==> src/shared/mshbc_defs.svh <==
// offsets, field positions, reset values for the stop, hold and blend supervisor
`ifndef MSHBC_DEFS_SVH
`define MSHBC_DEFS_SVH
// ---------------------------------------------------------------
// register byte offsets
// ---------------------------------------------------------------
`define MSHBC_CTRL_OFS      12'h000
`define MSHBC_RAMP_OFS      12'h004
`define MSHBC_IDXVLD_OFS    12'h008
`define MSHBC_IDXSYN_OFS    12'h00C
`define MSHBC_STAT_OFS      12'h010
// ---------------------------------------------------------------
// control fields
// ---------------------------------------------------------------
`define MSHBC_C_STOP        0
`define MSHBC_C_HALT        1
`define MSHBC_C_HOLD        2
`define MSHBC_C_LHOLD       4
`define MSHBC_C_LHALT       6
`define MSHBC_C_STOPCLR     8
// ---------------------------------------------------------------
// reset values and widths
// ---------------------------------------------------------------
`define MSHBC_CTRL_RST      9'h000
`define MSHBC_RAMP_RST      16'h0100
`define MSHBC_IDX_RST       16'h0000
`define MSHBC_SYNC_W        7
`endif

==> src/shared/mshbc_pkg.sv <==
// types for the stop, hold and blend supervisor
`default_nettype none
package mshbc_pkg;
    // sequencer instruction codes
    typedef enum logic [3:0] {
        MSHBC_OP_NOP       = 4'h0,
        MSHBC_OP_INDEX     = 4'h1,
        MSHBC_OP_CHAIN     = 4'h2,
        MSHBC_OP_BLEND     = 4'h3,
        MSHBC_OP_GEAR_ON   = 4'h4,
        MSHBC_OP_GEAR_OFF  = 4'h5,
        MSHBC_OP_JOG_STOP  = 4'h6,
        MSHBC_OP_LANE_STOP = 4'h7,
        MSHBC_OP_HOLD_ON   = 4'h8,
        MSHBC_OP_HOLD_OFF  = 4'h9,
        MSHBC_OP_LHOLD_ON  = 4'hA,
        MSHBC_OP_LHOLD_OFF = 4'hB,
        MSHBC_OP_STOP_ON   = 4'hC
    } mshbc_op_e;
    // kind of chained start
    typedef enum logic [1:0] {
        MSHBC_CH_NONE  = 2'h0,
        MSHBC_CH_CHAIN = 2'h1,
        MSHBC_CH_BLEND = 2'h2
    } mshbc_chain_e;
endpackage : mshbc_pkg
`default_nettype wire

==> src/mshbc_top.sv <==
// stop, hold, blend and gear supervisor with apb registers
`timescale 1ns/1ps
`default_nettype none
`include "mshbc_defs.svh"
// Summary of operation
// - blend target from constant or variable
// - missing or mismatched target becomes compound
// - blend ignores target direction
// - blend uses own decel toward next
// - compound uses next index accel ramp
// - program gear runs until block, or until gear stop or program end in a cycle with no lane blocked
// - program end stops its gear when no lane block lands in the same cycle
// - gear start while geared stalls until that lane's gear stops
// - global stop halts all, kills programs
// - all-motion halt blocks motion, programs run
// - hold freezes profile time, not gear
// - motion flags keep values during hold
// - hold ramp symmetric down and up
// - motion instruction waits during hold
// - lane hold affects selected lane only
// - lane motion halt affects selected lane
// - jog stop on given lane only
// - gear stop while idle just advances
// - program hold stays until written off
// - lane stop pulse does not block
module mshbc_top
    import mshbc_pkg::*;
(
    // clock and reset
    input  wire logic        core_clk_i,
    input  wire logic        reset_i,
    // apb slave
    input  wire logic        psel_i,
    input  wire logic        penable_i,
    input  wire logic        pwrite_i,
    input  wire logic [11:0] paddr_i,
    input  wire logic [31:0] pwdata_i,
    output logic      [31:0] prdata_o,
    output logic             pready_o,
    output logic             pslverr_o,
    // assignment pins
    input  wire logic        stop_i,
    input  wire logic        all_motion_halt_i,
    input  wire logic        hold_i,
    input  wire logic [1:0]  lane_hold_i,
    input  wire logic [1:0]  lane_motion_halt_i,
    // program sequencer
    input  wire logic        instr_valid_i,
    input  wire logic [3:0]  instr_op_i,
    input  wire logic        instr_lane_i,
    input  wire logic [3:0]  instr_idx_i,
    input  wire logic [3:0]  instr_tgt_i,
    input  wire logic        instr_tgt_var_i,
    input  wire logic [3:0]  instr_var_i,
    input  wire logic        prog_end_i,
    output logic             instr_done_o,
    output logic             prog_kill_o,
    // profile generator
    input  wire logic [1:0]  gen_in_prog_i,
    input  wire logic [1:0]  gen_cruise_i,
    output logic [1:0]       move_in_progress_flag_o,
    output logic [1:0]       move_cruise_flag_o,
    output logic [1:0]       lane_halt_o,
    output logic [1:0]       lane_block_o,
    output logic [31:0]      lane_rate_o,
    output logic [1:0]       gear_run_o,
    output logic [1:0]       jog_stop_o,
    output logic             start_o,
    output logic [3:0]       start_idx_o,
    output logic             start_lane_o,
    output logic [1:0]       chain_kind_o,
    output logic [3:0]       chain_tgt_o,
    output logic             ramp_next_accel_o,
    output logic             dir_ignore_o
);
    // ---------------------------------------------------------------
    // declarations
    // ---------------------------------------------------------------
    logic [`MSHBC_SYNC_W-1:0] sync1_r;
    logic [`MSHBC_SYNC_W-1:0] sync2_r;
    logic [8:0]               ctrl_r;
    logic [15:0]              ramp_r;
    logic [15:0]              idx_vld_r;
    logic [15:0]              idx_syn_r;
    logic                     stop_lat_r;
    logic                     hold_lat_r;
    logic [1:0]               lhold_lat_r;
    logic [1:0]               gear_prog_r;
    logic                     stop_eff;
    logic                     halt_eff;
    logic [1:0]               lhalt_eff;
    logic [1:0]               block;
    logic [1:0]               held;
    logic                     take;
    logic                     motion_op;
    logic                     stall;
    logic                     apb_wr;
    logic                     clr_stop;
    logic [3:0]               tgt;
    mshbc_op_e                op;

    // blend target usable: exists and same time base
    function automatic logic blend_ok(input logic [3:0] t, input logic [3:0] c, input logic [15:0] v,
                                      input logic [15:0] s);
        blend_ok = v[t] & (s[t] == s[c]);
    endfunction : blend_ok

    // ---------------------------------------------------------------
    // pin synchronisers
    // ---------------------------------------------------------------
    always_ff @(posedge core_clk_i) begin
        if (reset_i) begin
            sync1_r <= '0;
            sync2_r <= '0;
        end else begin
            sync1_r <= {lane_motion_halt_i, lane_hold_i, hold_i, all_motion_halt_i, stop_i};
            sync2_r <= sync1_r;
        end
    end

    // ---------------------------------------------------------------
    // stop and hold resolution
    // ---------------------------------------------------------------
    assign op        = mshbc_op_e'(instr_op_i);
    assign stop_eff  = sync2_r[0] | ctrl_r[`MSHBC_C_STOP] | stop_lat_r;
    assign halt_eff  = sync2_r[1] | ctrl_r[`MSHBC_C_HALT];
    assign lhalt_eff = sync2_r[6:5] | ctrl_r[`MSHBC_C_LHALT+1:`MSHBC_C_LHALT];
    assign block     = {2{stop_eff | halt_eff}} | lhalt_eff;
    assign held      = ({2{sync2_r[2] | ctrl_r[`MSHBC_C_HOLD] | hold_lat_r}}
                       | sync2_r[4:3] | ctrl_r[`MSHBC_C_LHOLD+1:`MSHBC_C_LHOLD]
                       | lhold_lat_r) & ~block;
    assign take      = instr_valid_i & ~instr_done_o;
    assign motion_op = (op == MSHBC_OP_INDEX) | (op == MSHBC_OP_CHAIN)
                     | (op == MSHBC_OP_BLEND) | (op == MSHBC_OP_GEAR_ON);
    assign stall     = (motion_op & (held[instr_lane_i] | block[instr_lane_i]))
                     | ((op == MSHBC_OP_GEAR_ON) & gear_run_o[instr_lane_i]);
    assign tgt       = instr_tgt_var_i ? instr_var_i : instr_tgt_i;
    assign apb_wr    = psel_i & penable_i & pready_o & pwrite_i;
    assign clr_stop  = apb_wr & (paddr_i == `MSHBC_CTRL_OFS) & pwdata_i[`MSHBC_C_STOPCLR];

    always_ff @(posedge core_clk_i) begin
        if (reset_i) begin
            lane_block_o <= '0;
            lane_halt_o  <= '0;
            prog_kill_o  <= 1'b0;
        end else begin
            lane_block_o <= block;
            prog_kill_o  <= stop_eff;
            lane_halt_o  <= block;
            if (take & (op == MSHBC_OP_LANE_STOP)) begin
                lane_halt_o[instr_lane_i] <= 1'b1;
            end
        end
    end

    // program stop latch; set wins, cleared only from the bus
    always_ff @(posedge core_clk_i) begin
        if (reset_i) begin
            stop_lat_r <= 1'b0;
        end else if (take & (op == MSHBC_OP_STOP_ON)) begin
            stop_lat_r <= 1'b1;
        end else if (clr_stop) begin
            stop_lat_r <= 1'b0;
        end
    end

    // program hold latches
    always_ff @(posedge core_clk_i) begin
        if (reset_i) begin
            hold_lat_r  <= 1'b0;
            lhold_lat_r <= '0;
        end else if (take) begin
            if (op == MSHBC_OP_HOLD_ON) begin
                hold_lat_r <= 1'b1;
            end
            if (op == MSHBC_OP_HOLD_OFF) begin
                hold_lat_r <= 1'b0;
            end
            if (op == MSHBC_OP_LHOLD_ON) begin
                lhold_lat_r[instr_lane_i] <= 1'b1;
            end
            if (op == MSHBC_OP_LHOLD_OFF) begin
                lhold_lat_r[instr_lane_i] <= 1'b0;
            end
        end
    end

    // ---------------------------------------------------------------
    // hold time rate per lane
    // ---------------------------------------------------------------
    for (genvar l = 0; l < 2; l++) begin : g_rate
        always_ff @(posedge core_clk_i) begin
            if (reset_i) begin
                lane_rate_o[16*l+:16] <= `MSHBC_RAMP_RST;
            end else if (lane_rate_o[16*l+:16] > ramp_r) begin
                lane_rate_o[16*l+:16] <= ramp_r;
            end else if (held[l] & (lane_rate_o[16*l+:16] != 16'h0000)) begin
                lane_rate_o[16*l+:16] <= lane_rate_o[16*l+:16] - 16'h0001;
            end else if (~held[l] & (lane_rate_o[16*l+:16] != ramp_r)) begin
                lane_rate_o[16*l+:16] <= lane_rate_o[16*l+:16] + 16'h0001;
            end
        end
    end

    // profile flags pass unchanged while time is frozen
    always_ff @(posedge core_clk_i) begin
        if (reset_i) begin
            move_in_progress_flag_o <= '0;
            move_cruise_flag_o      <= '0;
        end else begin
            move_in_progress_flag_o <= gen_in_prog_i;
            move_cruise_flag_o      <= gen_cruise_i;
        end
    end

    // ---------------------------------------------------------------
    // instruction handling
    // ---------------------------------------------------------------
    always_ff @(posedge core_clk_i) begin
        if (reset_i) begin
            instr_done_o      <= 1'b0;
            start_o           <= 1'b0;
            start_idx_o       <= '0;
            start_lane_o      <= 1'b0;
            chain_kind_o      <= MSHBC_CH_NONE;
            chain_tgt_o       <= '0;
            ramp_next_accel_o <= 1'b0;
            dir_ignore_o      <= 1'b0;
            jog_stop_o        <= '0;
        end else begin
            instr_done_o <= take & ~stall;
            start_o      <= 1'b0;
            jog_stop_o   <= '0;
            if (take & ~stall & (op == MSHBC_OP_INDEX | op == MSHBC_OP_CHAIN | op == MSHBC_OP_BLEND)) begin
                start_o           <= 1'b1;
                start_idx_o       <= instr_idx_i;
                start_lane_o      <= instr_lane_i;
                chain_tgt_o       <= tgt;
                chain_kind_o      <= MSHBC_CH_NONE;
                ramp_next_accel_o <= 1'b0;
                dir_ignore_o      <= 1'b0;
                if (op == MSHBC_OP_CHAIN
                    | (op == MSHBC_OP_BLEND & ~blend_ok(tgt, instr_idx_i, idx_vld_r, idx_syn_r))) begin
                    chain_kind_o      <= MSHBC_CH_CHAIN;
                    ramp_next_accel_o <= 1'b1;
                end else if (op == MSHBC_OP_BLEND) begin
                    chain_kind_o <= MSHBC_CH_BLEND;
                    dir_ignore_o <= 1'b1;
                end
            end
            if (take & (op == MSHBC_OP_JOG_STOP)) begin
                jog_stop_o[instr_lane_i] <= 1'b1;
            end
        end
    end

    // gear run per lane
    always_ff @(posedge core_clk_i) begin
        if (reset_i) begin
            gear_run_o  <= '0;
            gear_prog_r <= '0;
        end else begin
            if (take & ~stall & (op == MSHBC_OP_GEAR_ON)) begin
                gear_run_o[instr_lane_i]  <= 1'b1;
                gear_prog_r[instr_lane_i] <= 1'b1;
            end
            if (take & (op == MSHBC_OP_GEAR_OFF)) begin
                gear_run_o[instr_lane_i]  <= 1'b0;
                gear_prog_r[instr_lane_i] <= 1'b0;
            end
            if (prog_end_i) begin
                gear_run_o  <= gear_run_o & ~gear_prog_r;
                gear_prog_r <= '0;
            end
            if (block != 2'b00) begin
                gear_run_o  <= gear_run_o & ~block;
                gear_prog_r <= gear_prog_r & ~block;
            end
        end
    end

    // ---------------------------------------------------------------
    // apb registers
    // ---------------------------------------------------------------
    always_ff @(posedge core_clk_i) begin
        if (reset_i) begin
            pready_o  <= 1'b0;
            pslverr_o <= 1'b0;
            prdata_o  <= '0;
        end else begin
            pready_o  <= psel_i & penable_i & ~pready_o;
            pslverr_o <= 1'b0;
            prdata_o  <= '0;
            if (psel_i & penable_i & ~pready_o) begin
                unique case (paddr_i)
                    `MSHBC_CTRL_OFS:   prdata_o <= {24'h000000, ctrl_r[7:0]};
                    `MSHBC_RAMP_OFS:   prdata_o <= {16'h0000, ramp_r};
                    `MSHBC_IDXVLD_OFS: prdata_o <= {16'h0000, idx_vld_r};
                    `MSHBC_IDXSYN_OFS: prdata_o <= {16'h0000, idx_syn_r};
                    `MSHBC_STAT_OFS:   prdata_o <= {18'h00000, gear_run_o, held, block,
                                                    lhold_lat_r, hold_lat_r, stop_lat_r,
                                                    halt_eff, stop_eff, 2'h0};
                    default:           pslverr_o <= 1'b1;
                endcase
            end
        end
    end

    always_ff @(posedge core_clk_i) begin
        if (reset_i) begin
            ctrl_r    <= `MSHBC_CTRL_RST;
            ramp_r    <= `MSHBC_RAMP_RST;
            idx_vld_r <= `MSHBC_IDX_RST;
            idx_syn_r <= `MSHBC_IDX_RST;
        end else if (apb_wr) begin
            if (paddr_i == `MSHBC_CTRL_OFS) begin
                ctrl_r <= {1'b0, pwdata_i[7:0]};
            end
            if (paddr_i == `MSHBC_RAMP_OFS) begin
                ramp_r <= pwdata_i[15:0];
            end
            if (paddr_i == `MSHBC_IDXVLD_OFS) begin
                idx_vld_r <= pwdata_i[15:0];
            end
            if (paddr_i == `MSHBC_IDXSYN_OFS) begin
                idx_syn_r <= pwdata_i[15:0];
            end
        end
    end

    // ---------------------------------------------------------------
    // assertions
    // ---------------------------------------------------------------
    stop_blocks_all_a: assert property (@(posedge core_clk_i) disable iff (reset_i)
        stop_eff |=> (lane_block_o == 2'b11) && prog_kill_o)
        else $error("global stop did not block and kill");
    halt_spares_prog_a: assert property (@(posedge core_clk_i) disable iff (reset_i)
        halt_eff && !stop_eff |=> (lane_block_o == 2'b11) && !prog_kill_o)
        else $error("motion halt wrong effect");
    hold_ramp_down_a: assert property (@(posedge core_clk_i) disable iff (reset_i)
        held[0] && lane_rate_o[15:0] != 16'h0000 && lane_rate_o[15:0] <= ramp_r
        |=> lane_rate_o[15:0] == $past(lane_rate_o[15:0]) - 16'h0001)
        else $error("hold rate not falling");
    hold_ramp_up_a: assert property (@(posedge core_clk_i) disable iff (reset_i)
        !held[1] && lane_rate_o[31:16] < ramp_r |=> lane_rate_o[31:16] == $past(lane_rate_o[31:16]) + 16'h0001)
        else $error("release rate not rising");
    gear_restart_stall_a: assert property (@(posedge core_clk_i) disable iff (reset_i)
        take && op == MSHBC_OP_GEAR_ON && gear_run_o[instr_lane_i] |=> !instr_done_o)
        else $error("second gear start advanced");
    gear_stop_idle_a: assert property (@(posedge core_clk_i) disable iff (reset_i)
        take && op == MSHBC_OP_GEAR_OFF && !gear_run_o[instr_lane_i] |=> instr_done_o)
        else $error("idle gear stop not advanced");
    prog_end_gear_a: assert property (@(posedge core_clk_i) disable iff (reset_i)
        prog_end_i && gear_prog_r[0] |=> !gear_run_o[0])
        else $error("gear outlived its program");
    blend_fallback_a: assert property (@(posedge core_clk_i) disable iff (reset_i)
        take && !stall && op == MSHBC_OP_BLEND && !idx_vld_r[tgt]
        |=> start_o && chain_kind_o == MSHBC_CH_CHAIN && ramp_next_accel_o)
        else $error("bad blend not chained");
    hold_motion_wait_a: assert property (@(posedge core_clk_i) disable iff (reset_i)
        take && motion_op && held[instr_lane_i] |=> !instr_done_o && !start_o)
        else $error("motion ran during hold");
    hold_latch_keep_a: assert property (@(posedge core_clk_i) disable iff (reset_i)
        hold_lat_r && !(take && op == MSHBC_OP_HOLD_OFF) |=> hold_lat_r)
        else $error("program hold dropped");
    lane_stop_free_a: assert property (@(posedge core_clk_i) disable iff (reset_i)
        take && op == MSHBC_OP_LANE_STOP && !block[instr_lane_i]
        |=> lane_halt_o[instr_lane_i] && !lane_block_o[instr_lane_i])
        else $error("lane stop pulse wrong");
endmodule : mshbc_top
`default_nettype wire

==> config.mk <==
export PLATFORM = sky130hd
export DESIGN_NAME = mshbc_top
export DESIGN_NICKNAME = d
export VERILOG_FILES = /design/src/shared/mshbc_pkg.sv /design/src/mshbc_top.sv
export VERILOG_INCLUDE_DIRS = /design/src /design/src/shared
export SDC_FILE = /design/constraint.sdc
export NUM_CORES = 1
export LEC_CHECK = 0
export BUFFER_PORTS_ARGS = -buffer_cell sky130_fd_sc_hd__buf_2
export CAP_MARGIN = 20
export CORE_MARGIN = 2
export CORE_UTILIZATION = 50
export CTS_CLUSTER_SIZE = 30
export DETAILED_ROUTE_END_ITERATION = 16
export GPL_ROUTABILITY_DRIVEN = 0
export HOLD_SLACK_MARGIN = 0.08
export PLACE_DENSITY_LB_ADDON = 0.08
export SLEW_MARGIN = 20
export SYNTH_ARGS = -nofsm -noshare
export SYNTH_HDL_FRONTEND = slang
export SYNTH_SLANG_ARGS = --single-unit
==> constraint.sdc <==
create_clock -name core_clk_i -period 5.1 [get_ports core_clk_i]
set_clock_uncertainty 0.2 [all_clocks]
set_input_delay 0.51 -clock core_clk_i [delete_from_list [all_inputs] [get_ports core_clk_i]]
set_output_delay 0.51 -clock core_clk_i [all_outputs]
set_load 0.03 [all_outputs]
== After elaboration in Yosys (flattened, before gate mapping) ==
Index checks and enable logic that the tools add are counted.

* $add $sub $neg: 4
* $lt $le $gt $ge: 6
* Equality and inequality tests: 19
* Multiplexer cells: 48
* Bitwise gates (word level): 61
* Reduce and logical (&&, ||, !) cells: 17

{| class="wikitable"
|+ Operators by type and width
! operator !! number
|-
| 16-bit 2-to-1 mux || 6
|-
| 16-bit one-hot mux with 5 select lines || 1
|-
| 2-bit 2-to-1 mux || 17
|-
| 16-bit by 1-bit adder with 16-bit output (second input constant) || 2
|-
| 16-bit greater-than comparator || 2
|-
| 16-bit != test || 2
|-
| 16-bit nonzero test || 2
|-
| 16-bit by 1-bit subtractor with 16-bit output (second input constant) || 2
|-
| 12-bit by 4-bit == test with 1-bit output (second input constant) || 2
|-
| 1-bit AND || 22
|-
| 4-bit == test (second input constant) || 5
|-
| 1-bit 2-to-1 mux || 19
|-
| 2-bit OR || 9
|-
| 4-bit by 3-bit == test with 1-bit output (second input constant) || 4
|-
| 2-bit AND || 7
|-
| 1-bit binary-select mux with 4-bit select || 3
|-
| 12-bit by 3-bit == test with 1-bit output (second input constant) || 1
|-
| 12-bit by 5-bit == test with 1-bit output (second input constant) || 1
|-
| 12-bit logical NOT || 1
|-
| 1-bit OR || 12
|-
| 4-bit by 5-bit less-than comparator with 1-bit output (second input constant) || 2
|-
| 2-bit AND reduction || 5
|-
| 4-bit by 2-bit == test with 1-bit output (second input constant) || 2
|-
| 1-bit inverter || 8
|-
| other kinds (12) || 18
|}

* Flip-flop bits (word level): 170
* Input port bits: 80
* Output and inout bits: 94
* Word-level logic and storage cells: 185

== Depth between registers and ports, before layout ==
Gate-level depths: netlist of the first run.

* Word-level depth: 20
* Mapped depth: 14
* Gate-level depth less buffers: 13

== Worst setup path after synthesis of the first run ==
Ideal clock, no wire load.

* Path kind: flip-flop to flip-flop
* Start point: register stop_lat_r
* End point: register lane_rate_o[31]
* Library setup time: 0.091 ns
* Arrival time: 3.243 ns
* Data required time: 4.809 ns
* Path slack: 1.566 ns
* Cell stages (with the launch flop): 14
* Buffers on the path: 1
* Clock period less this slack: 3.534 ns
* Cell sequence: dfxtp_1 -> nor3_2 -> and3_1 -> buf_2 -> and3_1 -> ha_1 -> a211oi_1 -> o21ai_1 -> a31oi_1 -> o21ai_1 -> a211oi_1 -> o21ai_0 -> a21o_1 -> a311oi_1

* Word-level cells in the longest chain between the ends: 8
* Elaborated cells between the ends (all ways): 11
* Classes of those cells: mux (2); bitwise (8); reduce/logical (1)

{| class="wikitable"
|+ Ends and longest elaborated chain
! what !! line !! RTL
|-
| start: declaration || mshbc_top.sv:85 || <nowiki>logic stop_lat_r;</nowiki>
|-
| start signal: assignment || mshbc_top.sv:159 || <nowiki>stop_lat_r <= 1'b0;</nowiki>
|-
| start signal: assignment || mshbc_top.sv:161 || <nowiki>stop_lat_r <= 1'b1;</nowiki>
|-
| start signal: assignment || mshbc_top.sv:163 || <nowiki>stop_lat_r <= 1'b0;</nowiki>
|-
| 1-bit OR (*) || mshbc_top.sv:125 || <nowiki>assign stop_eff = sync2_r[0] | ctrl_r[`MSHBC_C_STOP] | stop_lat_r;</nowiki>
|-
| 1-bit OR (*) || mshbc_top.sv:128 || <nowiki>assign block = {2{stop_eff | halt_eff}} | lhalt_eff;</nowiki>
|-
| 2-bit OR (*) || mshbc_top.sv:128 ||
|-
| 2-bit inverter (*) || mshbc_top.sv:131 || <nowiki>| lhold_lat_r) & ~block;</nowiki>
|-
| 2-bit AND (*) || mshbc_top.sv:129 || <nowiki>assign held = ({2{sync2_r[2] | ctrl_r[`MSHBC_C_HOLD] | hold_lat_r}}</nowiki>
|-
| 1-bit AND or 1-bit inverter (tied branches) || mshbc_top.sv:197, mshbc_top.sv:199 ||
|-
| 16-bit 2-to-1 mux or 1-bit AND (tied branches) || mshbc_top.sv:197, mshbc_top.sv:199 ||
|-
| 16-bit 2-to-1 mux or 3-bit nonzero test (tied branches) || n/a ||
|-
| end signal: indexed assignment || mshbc_top.sv:194 || <nowiki>lane_rate_o[16*l+:16] <= `MSHBC_RAMP_RST;</nowiki>
|-
| end signal: indexed assignment || mshbc_top.sv:196 || <nowiki>lane_rate_o[16*l+:16] <= ramp_r;</nowiki>
|-
| end signal: indexed assignment || mshbc_top.sv:198 || <nowiki>lane_rate_o[16*l+:16] <= lane_rate_o[16*l+:16] - 16'h0001;</nowiki>
|-
| end: declaration || mshbc_top.sv:65 || <nowiki>output logic [31:0] lane_rate_o,</nowiki>
|}

Mark *: on every way between the ends. The rest lies on a longest branch, timed or not.
A chain may end at the register's enable or synchronous reset.

== Final worst setup path of the first run ==
* Start point: register stop_lat_r
* End point: register lane_rate_o[15]

The elaborated chain is that of the path after synthesis.

==> results.md, run 1 <==
Placement:
- The sum of net half-perimeters after detailed placement is 19.4 mm.
- Once placement finished, the instance area stood at 9570 µm².
- OpenSTA, run right after detailed placement, puts the worst setup slack at 959 ps.
- Port buffering added 141 buffers.

Timing:
- The achievable clock frequency is 0.238 GHz.
- The worst relative slew slack is 0.282.
- The transition time at the pin with the least slew margin is 1070 ps.
- The count of final max-slew check failures is 0.
- After routing, the total negative slack on setup checks comes to 0 ps.
- The worst-case setup margin in the final layout is 891 ps.
- Setup repair after global routing left no endpoint under its margin.
- The portion of the clock cycle consumed by the worst path in the final layout is 0.825.
- The final critical-path required period is 4210 ps.
- The number of failing setup endpoints in the final timing report is 0.
- The number of hold violations in the final report is 0.

Drt:
- In the final routed layout, each cell accounts on average for 18.9 µm.
- The routed via count is 8099.
- The detailed-routing iteration count for the pre-antenna-repair pass is 6.
- The final antenna-violating net count is 0.
- Dividing the detail-routed via count by the number of cells gives 5.84.
- The detailed router finished its first iteration with 669 violations.
- In the routed design, unresolved DRC markers number 0.
- The overall routed net length is 26.2 mm.

Pwr:
- The total power of the final layout is 0.00463 W.
- IR analysis of the VDD net gives a maximum drop of 301 µV.
- For this design the ratio of total power to cell area is 453 nW/µm².
- Summed over all cells, the static leakage comes to 4.55 nW.

Yosys:
- The count of synthesis-stage warnings from yosys is 0.
- The synthesis-stage register bit count is 152.
- The fraction of registers with async set/reset is 0.
- Yosys mapped a number of flops with a built-in enable equal to 0.
- Of the synthesized area, sequential elements account for 0.344.
- The count of cell types in the netlist is 72.
- The area of the mapped netlist is 8850 µm².
- The prevailing post-synth register cell is dfxtp_1.
- The cell count after synthesis is 1032.
- After synthesis, the mean cell area works out to 8.57 µm².

Clock network:
- After clock tree synthesis, the clock-pin slew on the worst setup and hold paths is 70 ps.
- The clock tree buffer depth is 2.
- The cell at the root of the clock tree is clkbuf_16.
- The count of H-tree levels built during CTS is 4.
- The post-cts repair resize count is 0.
- The TritonCTS buffer count is 17.
- The TritonCTS clock tree is done.
- The number of clock sinks is 152.
- Clock latency on the worst-skew pair, taken at its later pin, is 430 ps.

Finish:
- The final cell area excluding filler cells is 10200 µm².
- The filler cells instantiated in the layout total 1601.
- Of the cells placed in the final design, the portion with a size suffix greater than 1 is 0.193.
- The area growth from synthesis to layout is 15.5%.
- The number of nets at the end of the flow is 1291.
- The repair_antennas step left the layout with diodes totalling 0.
- The final core utilization is 0.591.

Floorplanning:
- The initialized floorplan defines 48 standard-cell rows.
- The standard cell core area is 17300 µm².
- The chip height is 137 µm.
- The die covers 18800 µm².
- The width of the chip is 137 µm.
- The I/O pin count is 174.
- The starting density of the core is 0.512.

Run status:
- The run finished with clean final reports.

Critical path:
- For this design, the slowest cell found on the critical path is or4_1.
- Along the worst path, the maximum fanout reaches 15.
- The worst setup path is launched from a register.
- Data on the critical path is required at its endpoint by 5170 ps.
- By startpoint and endpoint, the worst setup path is classified as register to register.
- The cell family with the largest share of critical-path delay is simple AND/OR/NAND/NOR gates.
- Traced cell by cell, the critical path runs through nor3_2 -> and3_1 -> nand3_1 -> inv_1 -> ha_1 -> a21o_1 -> a21oi_1 -> o211ai_1 -> a31oi_1 -> nor4_1 -> or4_1 -> nand4_1 -> a21oi_1.
- The total buffers and inverters traversed by the critical path is 1.
- The most frequent cell on the critical path is a21oi_1.
- The largest single stage delay on the critical path is 520 ps.
- The worst setup path is captured at a register.
- The worst endpoint data arrival time is 4270 ps.

GRT:
- The initial antenna violation count is 0.
- Entering global routing, the biggest net connects 88 pins.
- The first global-routing pass estimated 40.7 mm of wire.
- The aggregate global-route resource usage is 0.282.
- The via count of the first global-routing pass was 7431.
- The total grt overflow is 0.

Flow run:
- The tool flagged a number of max-cap violations equal to 0.

Min path:
- The worst min-delay path category is input pin to register.
[layout by cell type (no fill, tap or decap), types with 7 or more instances in the layout]
cell type  count
conb_1        16
mux4_2         7
nand4_1       19
nor4_1        17
o21ai_1        8
and3_1         9
a222oi_1      10
buf_2        140
nor2_1        99
a31oi_1       11
a211oi_1      24
inv_1         31
a21o_1        20
o211ai_1       9
nor2b_1       29
o21ai_0       26
xor2_1        12
mux2_2        15
dfxtp_1      152
xnor2_1       10
a311oi_1      12
a21oi_1       93
mux2i_1       40
nand2_1      128
ha_1          60
nor3_1        20
nand3_1       21
nand2b_1       8
clkbuf_16     17
[cell usage after synthesis, drive strengths merged, types with 8 or more instances]
| library cell | number | area (µm²) |
|---|---|---|
| mux2i | 44 | 473 |
| dfxtp | 152 | 3040 |
| nor2b | 29 | 181 |
| buf | 40 | 260 |
| o21ai | 36 | 184 |
| mux2 | 16 | 180 |
| xnor2 | 11 | 104 |
| a31oi | 11 | 68.8 |
| inv | 32 | 120 |
| a211oi | 24 | 180 |
| nor2 | 100 | 378 |
| a21o | 20 | 150 |
| nand2b | 8 | 50.1 |
| a21oi | 95 | 483 |
| mux4 | 12 | 289 |
| and3 | 9 | 56.3 |
| nand2 | 129 | 487 |
| ha | 60 | 751 |
| nand3 | 22 | 115 |
| nor3 | 24 | 140 |
| a311oi | 12 | 105 |
| nand4 | 19 | 119 |
| xor2 | 12 | 105 |
| nor4 | 18 | 119 |
| clkbuf | 27 | 101 |
| o211ai | 9 | 67.6 |
| a222oi | 10 | 100 |
[path summary, 6_finish.rpt]
| kind | slack, ps | endpoint | from | cells after the start |
|---|---|---|---|---|
| setup / recovery | 890 | lane_rate_o[15] | stop_lat_r | 13 |
| hold / removal | 90 | move_cruise_flag_o[1] | gen_cruise_i[1] | 2 |
| setup reg to reg | 890 | lane_rate_o[15] | stop_lat_r | 13 |
| hold reg to reg | 240 | sync2_r[4] | sync1_r[4] | 1 |
[layer usage]
layer,wire (µm),track usage,up-vias
met3,1760,0.0456,35
met4,487,0.0790,0
met2,11800,0.429,293
met5,0,0,-
li1,-,-,3953
met1,12100,0.411,3818
[sequential cells by signal (all words and copies together), names as in the netlist, 4 cells and up, named ones only]
name,count
chain_tgt_o,4
ctrl_r,8
idx_syn_r,16
idx_vld_r,16
lane_rate_o,32
prdata_o,16
ramp_r,16
start_idx_o,4
sync1_r,7
sync2_r,7
[power breakdown]
| group | total (W) | leakage (nW) | internal (W) | switching [W] |
|---|---|---|---|---|
| combinational | 0.00190 | 3.02 | 0.000707 | 0.00119 |
| clock | 0.00128 | 0.288 | 0.000699 | 0.000578 |
| sequential | 0.00146 | 1.24 | 0.00129 | 0.000164 |
| total | 0.00463 | 4.55 | 0.00270 | 0.00193 |
[area by class of cell]
| class | count | area [µm²] | area share |
|---|---|---|---|
| Inverter | 32 | 120 | 0.0118 |
| Timing Repair Buffer | 150 | 786 | 0.0769 |
| Clock inverter | 15 | 178 | 0.0174 |
| Tap cell | 225 | 282 | 0.0276 |
| Clock buffer | 17 | 425 | 0.0416 |
| Sequential cell | 152 | 3040 | 0.298 |
| Multi-Input combinational cell | 796 | 5380 | 0.527 |
[logic make-up (layout without fill, tap and decap cells)]
family,Yosys count,in the layout,share of synthesized area
compound gates,244,244,0.178
buf+inv,99,214,0.0544
other cells,1,16,0.000424
mux,72,72,0.106
fa+ha+maj,62,62,0.0894
xor+xnor,23,23,0.0236
simple gates,379,379,0.204
flops,152,152,0.344
[metrics by stage]
stage               hold WS (ps)  std cells
CTS                         80.1       1387
detailed placement           235       1351
floorplan                    214       1047
global route                85.1       1387
finish                      87.7       1387
global placement             221       1351
[timing repair]
action                                 4_1_cts  5_1_grt
hold buffers                                 4        0
endpoints found under the hold margin        4        0
setup buffers                                0        0
(Power assumes the default switching activity.)
==> inputs of run 2 (changes only) <==
==> constraint.sdc (replaced) <==
create_clock -name core_clk_i -period 3.8 [get_ports core_clk_i]
set_clock_uncertainty 0.2 [all_clocks]
set_input_delay 0.38 -clock core_clk_i [delete_from_list [all_inputs] [get_ports core_clk_i]]
set_output_delay 0.38 -clock core_clk_i [all_outputs]
set_load 0.03 [all_outputs]
==> run 2 against run 1 <==
  * Cell count grew 5.7%
  * Routed wire length grew 4.8%
  * Design area up 7.0%
  * Register-to-register slack lost 750 ps
  * Sequential share of layout area shrank 2.0 points
  * Utilization up 4.1 points
  * Global-route usage rose by 1.2 points
  * Worst setup slack worse by 750 ps
  * Clock power rose by 34%
  * Combinational power is 52% higher
  * Highest routed layer unchanged
==> results.md, run 2 (synthesis results as in run 1) <==
Run status:
- The flow ran to the end, and the final reports show no timing, DRC or antenna violations.

Floorplanning:
- The die area is 18800 µm².
- After floorplanning, the core was sized to cover 17300 µm².
- The starting density of the core is 0.512.
- The width of the chip is 137 µm.
- In this run the count of I/O pins placed on the die edge is 174.
- Measured along the y axis, the die boundary spans 137 µm.
- The count of standard-cell rows is 48.

Critical path:
- The worst setup path is of the register to register kind.
- Data arrives at the worst endpoint at 3800 ps.
- The worst setup path is launched from a register.
- The reg-to-reg setup timing slack is 140 ps.
- The most frequent cell on the critical path is nand3_2.
- The critical-path maximum fanout is 6.
- The slowest stage of the critical path is the or4b_1 cell.
- The worst register-to-register path begins at lane_rate_o[11].
- The required time at the worst-slack endpoint is 3940 ps.
- For the worst flop-to-flop path, the logic depth is 13.
- The end of the worst register-to-register path is lane_rate_o[14].
- In this design, the stage delay of the slowest critical-path cell is 490 ps.
- The worst setup path is captured at a register.
- Traced cell by cell, the critical path runs through nor4_2 -> nand4_1 -> nand3_2 -> inv_1 -> fa_1 -> a21o_1 -> a21oi_2 -> o21ai_1 -> nand3_2 -> a31oi_1 -> or4b_1 -> a31o_1 -> a311oi_1.
- Among cell families on the critical path, the largest total delay comes from simple AND/OR/NAND/NOR gates.
- Counting both buffers and inverters, the worst setup path holds a total of 1.

Drt:
- The detailed-routing iteration count for the pre-antenna-repair pass is 5.
- The routed via count is 8552.
- The wire length per cell after detailed routing is 18.7 µm.
- Summed over all layers, the routed wires come to 27.5 mm.
- Once detail routing completed, the nets flagged for antenna violations numbered 0.
- The DRC violation count after routing is 0.
- For this block, the initial DRC count from the detailed router was 777.
- Using the TritonRoute via totals, the vias-per-cell ratio works out to 5.83.

Finish:
- The register with the most flip-flops in the layout has 32 of them.
- The antenna diode count is 0.
- Leaving out fill and tap cells, the most frequent cell in the layout is dfxtp_1.
- Counting flops per register, the top entry is lane_rate_o.
- The library cells used most frequently in the layout, excluding fill and tap cells, are dfxtp_1, buf_2, nand2_1.
- Relative to the synthesized area, the layout overhead comes to 23.6%.
- Of the cells placed in the final design, the portion with a size suffix greater than 1 is 0.227.
- In the final design database the tool counted 1370 nets.

Min path:
- The endpoint of the worst hold-timing path is stop_lat_r.
- The cell depth of the worst hold path is 3.
- The worst min-delay path category is input pin to register.
- The beginning of the worst hold path is instr_op_i[3].

Placement:
- Timing analysis after detailed placement gives a worst setup slack of 41.3 ps.
- Detailed placement finished with a half-perimeter wire length of 20.6 mm.
- Port buffering added 141 buffers.

GRT:
- The first global-routing pass estimated 42.3 mm of wire.
- The total grt overflow is 0.
- The initial antenna violation count was 0.
- The aggregate global-route resource usage is 0.294.
- Entering global routing, the biggest net connects 87 pins.
- The via count of the first global-routing pass is 7833.

Pwr:
- The share of total power in sequential cells is 0.287.
- The share of total power dissipated in the clock network is 0.266.
- Power spread over the standard cell area amounts to 589 nW/µm².
- Of the total power, the share spent switching nets is 0.418.
- The internal power is 0.00374 W.
- IR analysis of the VDD net gives a maximum drop of 463 µV.
- The combinational fraction of design power is 0.447.
- The net switching power is 0.00269 W.
- The analysis attributes to cell leakage a power of 4.94 nW.

Timing:
- Derived from the worst setup path, the maximum achievable clock frequency is 0.274 GHz.
- The number of hold violations in the final report came to 0.
- The count of final max-slew check failures came to 0.
- Across all setup checks in the final design, the least slack found is 144 ps.
- The final critical-path required period is 3660 ps.
- Setup repair after global routing left no endpoint under its margin.
- Setup violations remaining at the end of the flow were counted as 0.
- Setup total negative slack on the finished layout was measured at 0 ps.
- For the pin with the worst max-slew slack, the measured transition is 948 ps.
- The worst relative slew slack is 0.368.
- The portion of the clock cycle consumed by the worst path in the final layout is 0.962.
- The worst hold margin is 89.9 ps.

Clock network:
- The clock net in this run drives a total of 152 sinks.
- The source-to-sink clock delay at the later pin of the worst-skew pair is 430 ps.
- The H-tree was split into 4 levels.
- The TritonCTS clock tree is done.
- CTS placed an instance of clkbuf_16 at the clock tree root.
- The clock tree buffer depth is 2.
- The TritonCTS buffer count is 17.
- The clock transition at the register clock pins on the worst setup and hold paths after CTS is 70 ps.

Flow run:
- The number of violations of the max-capacitance limit is 0.
-- run 2: cell count changes in the layout (fill, tap and decap cells not counted), sizes merged --
cell,delta
dlygate4sd3,+29
buf,+50
bufinv,-1
clkinvlp,-1
clkinv,+2
-- run 2: how the worst max path moves through the flow --
stage                                from              end  cells past startpoint
final                     lane_rate_o[11]  lane_rate_o[14]                     13
after global routing      lane_rate_o[11]  lane_rate_o[14]                     13
after CTS                 lane_rate_o[11]  lane_rate_o[14]                     13
after detailed placement  lane_rate_o[11]  lane_rate_o[14]                     13
after global placement    lane_rate_o[11]  lane_rate_o[15]                     13
after floorplan                stop_lat_r  lane_rate_o[31]                     13
-- run 2: what timing repair did --
action | 4_1_cts | 5_1_grt
setup buffers | 0 | 1
endpoints found under the setup margin | 0 | 3
endpoints found under the hold margin | 63 | 0
gates resized for setup | 0 | 9
hold buffers | 33 | 0
-- run 2: power by group through the flow --
stage                     Clock [W]  Sequential (W)  Combinational [W]
after global placement            0         0.00187            0.00276
after CTS                   0.00173         0.00184            0.00283
after detailed placement          0         0.00187            0.00279
final                       0.00171         0.00185            0.00288
after floorplan                   0         0.00213            0.00177
after global routing        0.00180         0.00186            0.00315
-- run 2: layout make-up --
| class | instances | area, µm² |
|---|---|---|
| Fill cell | 1521 | 6360 |
| Multi-Input combinational cell | 796 | 5430 |
| Sequential cell | 152 | 3040 |
| Timing Repair Buffer | 229 | 1450 |
| Clock buffer | 17 | 425 |
| Tap cell | 225 | 282 |
| Clock inverter | 15 | 183 |
| Inverter | 32 | 120 |
-- run 2: worst register-to-register path, stage by stage, from the launching register on --
cell      delay, ps
dfxtp_1         370
nor4_2          350
nand4_1         190
nand3_2         140
inv_1           130
fa_1            420
a21o_1          210
a21oi_2         200
o21ai_1         130
nand3_2         130
a31oi_1         130
or4b_1          490
a31o_1          220
a311oi_1        240
-- run 2: metrics by stage --
stage,total power [W],std cells,cell area [µm²],utilization
floorplan,0.00390,1047,8900,-
global placement,0.00463,1400,9940,0.575
detailed placement,0.00467,1400,9940,0.575
CTS,0.00640,1465,10900,0.629
global route,0.00682,1466,10900,0.632
finish,0.00644,1466,10900,0.632
-- run 2: metal layers --
layer | vias to the layer above | wire length [µm] | GRT usage
met5 | - | 0 | 0
met4 | 0 | 561 | 0.0911
li1 | 4117 | - | -
met2 | 328 | 12900 | 0.464
met3 | 46 | 1840 | 0.0430
met1 | 4061 | 12200 | 0.416
